`src/design/bpp_defines.svh`:
```
`ifndef BPP_DEFINES_SVH
`define BPP_DEFINES_SVH
// Clock in MHz, then normal delay times in microseconds
`define BPP_CLK_MHZ 40
`define BPP_OC_DET_US 1000
`define BPP_OC_REL_US 1000
`define BPP_OD_DET_US 1000
`define BPP_OD_REL_US 1000
`define BPP_OI_DET_US 1000
`define BPP_OI_REL_US 1000
`define BPP_XC_DET_US 1000
`define BPP_XC_REL_US 1000
`define BPP_SC_DET_US 1
// Shortened delay is normal delay divided by this
`define BPP_SHORT_DIV 16
// Delay counter width
`define BPP_CNT_W 20
`endif

```
`src/design/bpp_pkg.sv`:
```
package bpp_pkg;
	typedef enum logic [1:0] {
		BPP_VM_OPEN,
		BPP_VM_PULL_DOWN,
		BPP_VM_PULL_UP
	} bpp_vm_t;
endpackage

```
`src/design/bpp_top.sv`:
```
`timescale 1ns/1ps
`include "bpp_defines.svh"
module bpp_top #(
	parameter int CW = `BPP_CNT_W,
	parameter int OC_DET = `BPP_OC_DET_US * `BPP_CLK_MHZ,
	parameter int OC_REL = `BPP_OC_REL_US * `BPP_CLK_MHZ,
	parameter int OD_DET = `BPP_OD_DET_US * `BPP_CLK_MHZ,
	parameter int OD_REL = `BPP_OD_REL_US * `BPP_CLK_MHZ,
	parameter int OI_DET = `BPP_OI_DET_US * `BPP_CLK_MHZ,
	parameter int OI_REL = `BPP_OI_REL_US * `BPP_CLK_MHZ,
	parameter int XC_DET = `BPP_XC_DET_US * `BPP_CLK_MHZ,
	parameter int XC_REL = `BPP_XC_REL_US * `BPP_CLK_MHZ,
	parameter int SC_DET = `BPP_SC_DET_US * `BPP_CLK_MHZ
) (
	// Clock and reset
	input wire logic clk,
	input wire logic rst,
	// Comparator flags and delay shortening select
	input wire logic ovchg_cmp,
	input wire logic ovchg_rel_cmp,
	input wire logic ovdis_cmp,
	input wire logic ovcur_cmp,
	input wire logic short_cmp,
	input wire logic xchg_cmp,
	input wire logic charger_cmp,
	input wire logic shorten_sel,
	// Outputs
	output logic chg_on,
	output logic dis_on,
	output bpp_pkg::bpp_vm_t vm_mode,
	output logic standby
);
	import bpp_pkg::*;

	// Two-flop synchronisers for every comparator flag
	localparam int NF = 8;
	logic [NF-1:0] s1_r;
	logic [NF-1:0] s2_r;
	wire [NF-1:0] raw = {shorten_sel, charger_cmp, xchg_cmp, short_cmp, ovcur_cmp, ovdis_cmp,
		ovchg_rel_cmp, ovchg_cmp};
	always_ff @(posedge clk or posedge rst) begin
		if (rst) begin
			s1_r <= '0;
			s2_r <= '0;
		end else begin
			s1_r <= raw;
			s2_r <= s1_r;
		end
	end
	wire oc_c = s2_r[0];
	wire oc_rel_c = s2_r[1];
	wire od_c = s2_r[2];
	wire oi_c = s2_r[3];
	wire sc_c = s2_r[4];
	wire xc_c = s2_r[5];
	wire chgr_c = s2_r[6];
	wire sh = s2_r[7];

	// Fault states
	logic oc_r;
	logic od_r;
	logic oi_r;
	logic sc_r;
	logic xc_r;
	logic od_after_oc_r;

	// Delay limits, shortened when selected except short circuit
	function automatic logic [CW-1:0] lim(input int n, input logic s);
		int v;
		v = s ? n / `BPP_SHORT_DIV : n;
		if (v < 1) v = 1;
		return CW'(v);
	endfunction

	// Run conditions
	wire oi_block = oc_r | od_r;
	wire oc_det_run = !oc_r && oc_c;
	wire oc_rel_run = oc_r && !oc_rel_c;
	wire od_det_run = !od_r && od_c && !oc_det_run;
	wire od_rel_run = od_r && !od_c && chgr_c;
	wire oi_det_run = !oi_r && !sc_r && oi_c && !oi_block;
	wire fault_rel_run = (oi_r | sc_r) && !oi_c;
	wire sc_det_run = !sc_r && sc_c;
	wire xc_inhibit = od_r | oi_r | sc_r | !dis_on;
	wire xc_det_run = !xc_r && xc_c && !xc_inhibit;
	wire xc_rel_run = xc_r && !xc_c;

	wire oc_det_d;
	wire oc_rel_d;
	wire od_det_d;
	wire od_rel_d;
	wire oi_det_d;
	wire fr_d;
	wire sc_det_d;
	wire xc_det_d;
	wire xc_rel_d;

	// Counter-based delays for each transition except over-current cleared by over-discharge
	bpp_delay #(.CW(CW)) u_oc_det (.clk(clk), .rst(rst), .run(oc_det_run),
		.limit(lim(OC_DET, sh)), .done(oc_det_d));
	bpp_delay #(.CW(CW)) u_oc_rel (.clk(clk), .rst(rst), .run(oc_rel_run),
		.limit(lim(OC_REL, sh)), .done(oc_rel_d));
	bpp_delay #(.CW(CW)) u_od_det (.clk(clk), .rst(rst), .run(od_det_run),
		.limit(lim(OD_DET, sh)), .done(od_det_d));
	bpp_delay #(.CW(CW)) u_od_rel (.clk(clk), .rst(rst), .run(od_rel_run),
		.limit(lim(OD_REL, sh)), .done(od_rel_d));
	bpp_delay #(.CW(CW)) u_oi_det (.clk(clk), .rst(rst), .run(oi_det_run),
		.limit(lim(OI_DET, sh)), .done(oi_det_d));
	bpp_delay #(.CW(CW)) u_fr (.clk(clk), .rst(rst), .run(fault_rel_run),
		.limit(lim(OI_REL, sh)), .done(fr_d));
	bpp_delay #(.CW(CW)) u_sc_det (.clk(clk), .rst(rst), .run(sc_det_run),
		.limit(lim(SC_DET, 1'b0)), .done(sc_det_d));
	bpp_delay #(.CW(CW)) u_xc_det (.clk(clk), .rst(rst), .run(xc_det_run),
		.limit(lim(XC_DET, sh)), .done(xc_det_d));
	bpp_delay #(.CW(CW)) u_xc_rel (.clk(clk), .rst(rst), .run(xc_rel_run),
		.limit(lim(XC_REL, sh)), .done(xc_rel_d));

	// Fault state registers
	always_ff @(posedge clk or posedge rst) begin
		if (rst) begin
			oc_r <= 1'b0;
			od_r <= 1'b0;
			oi_r <= 1'b0;
			sc_r <= 1'b0;
			xc_r <= 1'b0;
			od_after_oc_r <= 1'b0;
		end else begin
			if (oc_det_d && oc_det_run) oc_r <= 1'b1;
			else if (oc_rel_d && oc_rel_run) oc_r <= 1'b0;
			if (od_det_d && od_det_run) begin
				od_r <= 1'b1;
				od_after_oc_r <= oc_r;
			end else if (od_rel_d && od_rel_run) begin
				od_r <= 1'b0;
				od_after_oc_r <= 1'b0;
			end
			if (oi_det_d && oi_det_run) oi_r <= 1'b1;
			else if (fr_d && fault_rel_run) oi_r <= 1'b0;
			else if (od_r) oi_r <= 1'b0;
			if (sc_det_d && sc_det_run) sc_r <= 1'b1;
			else if (fr_d && fault_rel_run) sc_r <= 1'b0;
			if (xc_det_d && xc_det_run) xc_r <= 1'b1;
			else if (xc_rel_d && xc_rel_run) xc_r <= 1'b0;
		end
	end

	// Sense node and standby decode; stronger state decides the pull
	wire stby_nxt = od_r && !od_after_oc_r && !oc_r;
	bpp_vm_t vm_nxt;
	assign vm_nxt = od_r ? BPP_VM_PULL_UP :
		(oi_r | sc_r) ? BPP_VM_PULL_DOWN :
		BPP_VM_OPEN;
	wire chg_nxt = !(oc_r | xc_r);
	wire dis_nxt = !(od_r | oi_r | sc_r);

	always_ff @(posedge clk or posedge rst) begin
		if (rst) begin
			chg_on <= 1'b1;
			dis_on <= 1'b1;
			vm_mode <= BPP_VM_OPEN;
			standby <= 1'b0;
		end else begin
			chg_on <= chg_nxt;
			dis_on <= dis_nxt;
			vm_mode <= vm_nxt;
			standby <= stby_nxt;
		end
	end
endmodule

```
`src/design/bpp_delay.sv`:
```
`timescale 1ns/1ps
module bpp_delay #(
	parameter int CW = 20
) (
	// Clock and reset
	input wire logic clk,
	input wire logic rst,
	// Control
	input wire logic run,
	input wire logic [CW-1:0] limit,
	// Result
	output logic done
);
	logic [CW-1:0] cnt_r;
	// Restart whenever the condition drops before the count ends
	always_ff @(posedge clk or posedge rst) begin
		if (rst) begin
			cnt_r <= '0;
			done <= 1'b0;
		end else if (!run) begin
			cnt_r <= '0;
			done <= 1'b0;
		end else if (cnt_r >= limit) begin
			done <= 1'b1;
		end else begin
			cnt_r <= cnt_r + 1'b1;
		end
	end
endmodule

```
`config.mk`:
```
export PLATFORM = sky130hd
export DESIGN_NAME = bpp_top
export DESIGN_NICKNAME = d
export VERILOG_FILES = /design/src/design/bpp_pkg.sv /design/src/design/bpp_top.sv /design/src/design/bpp_delay.sv
export VERILOG_INCLUDE_DIRS = /design/src /design/src/design
export SDC_FILE = /design/constraint.sdc
export NUM_CORES = 1
export LEC_CHECK = 0
export BUFFER_PORTS_ARGS = -buffer_cell sky130_fd_sc_hd__buf_4
export CAP_MARGIN = 20
export CORE_ASPECT_RATIO = 1.2
export CORE_MARGIN = 1
export CORE_UTILIZATION = 67
export DETAILED_ROUTE_END_ITERATION = 6
export PLACE_DENSITY = 0.95
export SYNTH_ARGS = -nofsm -noshare
export SYNTH_HDL_FRONTEND = slang
export SYNTH_HIERARCHICAL = 1
export SYNTH_SLANG_ARGS = --single-unit
```
`constraint.sdc`:
```
create_clock -name clk -period 6.5 [get_ports clk]
set_input_delay 0.65 -clock clk [delete_from_list [all_inputs] [get_ports clk]]
set_output_delay 0.65 -clock clk [all_outputs]
set_load 0.05 [all_outputs]
```
==> impl_metrics.csv <==
group,metric,value,unit
cts,cts_sinks,216,
logic_synthesis,ys_seq_area_share,33.0,%
floorplanning,start_util,68.3,%
timing,fin_skew,24.1,ps
cts,path_clk_slew,70,ps
cts,clockBufferDepth,3,
place,placedInstanceArea,0.0172,sq mm
final_layout,drive_gt1_share,5.52,%
logic_synthesis,synthFlopType,"dfrtp_1",
global_route,grt_pass1_vias,15100,
logic_synthesis,synth.avg_cell_area,8.63,sq um
global_route,grt_overflow_total,0,
logic_synthesis,synth_top_area_share,32.7,%
cts,cts_tree,"done",
critical_path,crit_type,"register to register",
logic_synthesis,synth_edf_count,0,
floorplanning,core,0.0240,sq mm
cts,cts_resized,0,
logic_synthesis,synth_compound_area_share,15.9,%
cts,clk_latency,550,ps
logic_synthesis,yosys.area.top_type,"dfrtp_1",
logic_synthesis,ys_types,61,
floorplanning,io_pins,15,
final_layout,areaGrowthSynthToFinish,10.6,%
timing,finalSetupViolCount,0,
power_and_ir_drop,peakVddDrop,0.000182,V
cts,root_buffer,"clkbuf_16",
critical_path,endpoint_kind,"register",
global_route,grt_pass1_wl,68400,microns
timing,relSlewSlack,34.3,%
cts,numCtsBuffers,25,
power_and_ir_drop,p_comb_share,7.1,%
power_and_ir_drop,p_clk_share,49.5,%
timing,tns,0,ps
cts,ctsHoldBuffers,0,
drt,viasPerCell,6.50,
power_and_ir_drop,p_switching,0.764,mW
flow_run,drv_cap,0,
logic_synthesis,synth_seq_cells,216,
floorplanning,die_area,0.0251,sq mm
drt,drt_pass1_iterations,6,
logic_synthesis,yosysWarningCount,6,
power_and_ir_drop,netSwitchingFraction,24.2,%
global_route,grt_util_all_layers,33.3,%
logic_synthesis,synthCells,1898,
timing,drv_slew,0,
power_and_ir_drop,intPower,2.39,mW
final_layout,finalNetCount,2210,
timing,period_share,56.1,%
drt,avgRoutedWirePerCell,17.6,microns
logic_synthesis,netlist_area,0.0164,sq mm
logic_synthesis,synth_xor_area_share,0.160,%
place,io_buffers,14,
timing,post-route-min-period,3650,ps
place,place.gp.congestion,0.889,
global_route,antenna_found_initial,0,
logic_synthesis,yosys.area_share.simple,24.5,%
power_and_ir_drop,p_per_area,174,mW/mm^2
drt,ant_nets,0,
critical_path,cp.arrival,4100,ps
logic_synthesis,synth_top_family_by_area,"simple AND/OR/NAND/NOR gates",
worst_hold_path,hold_class,"input port to register",
power_and_ir_drop,seqPwrFrac,43.4,%
logic_synthesis,synthMuxAreaShare,4.40,%
place,place_hpwl,27100,microns
timing,final-hold-violation-count,0,
floorplanning,num_rows,62,
logic_synthesis,async_reset_ff_share,100,%
logic_synthesis,synthAdderAreaFrac,14.4,%
floorplanning,dieWidth,145,microns
timing,whs,225,ps
drt,drt-total-wl,41400,microns
place,pre_cts_slack,3050,ps
global_route,grt_max_degree,31,
power_and_ir_drop,leakage,7.73,nW
critical_path,startpoint_type,"register",
logic_synthesis,synth_most_common_cell,"inv_1",
timing,setup_slack,2850,ps
final_layout,fin_area,0.0181,sq mm
final_layout,antenna_cells,0,
drt,drc,0,
timing,fmax,274,MHz
drt,drt_iter0_markers,1606,
critical_path,required,6960,ps
logic_synthesis,yosys-top-cells-count,"226 x inv_1, 214 x dfrtp_1, 195 x nand2_1, 189 x ha_1, 136 x a21oi_1",
drt,vias,15300,
timing,worst_pin_slew,985,ps
critical_path,crit_fanout,30,
logic_synthesis,synth_area_leaders,"dfrtp_1 33%, ha_1 14%, inv_1 5.2%",
cts,post_cts_buffers,0,
status,run_status,"complete, no violations",
timing,rsz0062_at_grt,"false",
cts,cts-htree-levels,1,
power_and_ir_drop,p_total,3.16,mW
floorplanning,dieHeight,173,microns
-- cell families after synthesis --
group,count (synthesis)
simple gates,737
flops,216
buf+inv,303
other cells,2
xor+xnor,3
fa+ha+maj,189
compound gates,376
mux,72
-- critical path, cell delays in order, from the launching register on --
cell	delay [ps]
dfrtp_1	380
inv_1	710
inv_1	110
ha_1	360
a21oi_1	120
o21ai_0	160
a21oi_1	260
nand2_1	550
or4_1	700
a21oi_1	200
-- flip-flops by register name, indices dropped and copies added (netlist names), 2 cells and up --
register / cells
s1_r: 8
s2_r: 8
u_fr/cnt_r: 20
u_oc_det/cnt_r: 20
u_oc_rel/cnt_r: 20
u_od_det/cnt_r: 20
u_od_rel/cnt_r: 20
u_oi_det/cnt_r: 20
u_sc_det/cnt_r: 20
u_xc_det/cnt_r: 20
u_xc_rel/cnt_r: 20
vm_mode: 2
-- per-layer routing --
layer	up-vias	wire, microns	GRT usage (%)
li1	7051	-	-
met1	7240	15700	38.5
met2	779	20900	58.7
met3	210	2850	5.30
met4	0	1980	16.9
met5	-	0	0
-- through the flow --
stage | util [%] | cells
floorplan | - | 2028
detailed placement | 71.7 | 2303
global placement | 71.7 | 2303
global route | 75.5 | 2350
finish | 75.5 | 2350
CTS | 75.4 | 2349
-- power by group through the flow --
stage          Sequential [mW]  Clock [mW]  Combinational, mW
2_1_floorplan             1.39           0              0.157
3_3_place_gp              1.39           0              0.195
3_5_place_dp              1.39           0              0.210
4_1_cts                   1.37        1.57              0.214
5_1_grt                   1.37        1.63              0.260
6_report                  1.37        1.56              0.225
-- final cells by class --
| class | count | area [sq um] |
|---|---|---|
| Clock buffer | 37 | 721 |
| Fill cell | 1516 | 5860 |
| Timing Repair Buffer | 31 | 253 |
| Inverter | 228 | 857 |
| Clock inverter | 9 | 178 |
| Tap cell | 320 | 400 |
| Sequential cell | 216 | 5410 |
| Multi-Input combinational cell | 1509 | 10300 |
-- cell usage in the layout (no fill, tap or decap), types with 9 or more instances in the layout --
cell type,count
a2111o_1,17
a21oi_1,136
and2_1,11
and3_1,18
and4_1,17
buf_4,30
clkbuf_16,25
conb_1,132
dfrtp_1,214
ha_1,189
inv_1,226
mux2i_1,72
nand2_1,195
nand2b_1,83
nand3_1,77
nand4_1,79
nor2_1,67
nor2b_1,21
nor3_1,26
nor3b_1,9
nor4_1,48
o211ai_1,9
o21ai_0,47
o21ai_1,21
o311ai_0,24
o31ai_1,40
o41ai_1,40
or3_1,30
or4_1,33
-- worst paths after layout --
path	startpoint	endpoint	slack [ps]	cells after the start
max reg2reg	s2_r[7]$_DFF_PP0_	u_od_det/cnt_r[8]$_DFFE_PP0P_	2850	9
min	short_cmp	s1_r[4]$_DFF_PP0_	230	1
min in group asynchronous	rst	s2_r[5]$_DFF_PP0_	250	2
max	s2_r[7]$_DFF_PP0_	u_od_det/cnt_r[8]$_DFFE_PP0P_	2850	9
min reg2reg	s1_r[3]$_DFF_PP0_	s2_r[3]$_DFF_PP0_	350	0
max in group asynchronous	rst	u_sc_det/cnt_r[19]$_DFFE_PP0P_	5550	2
Note: power is estimated with default switching activity, not from simulation.
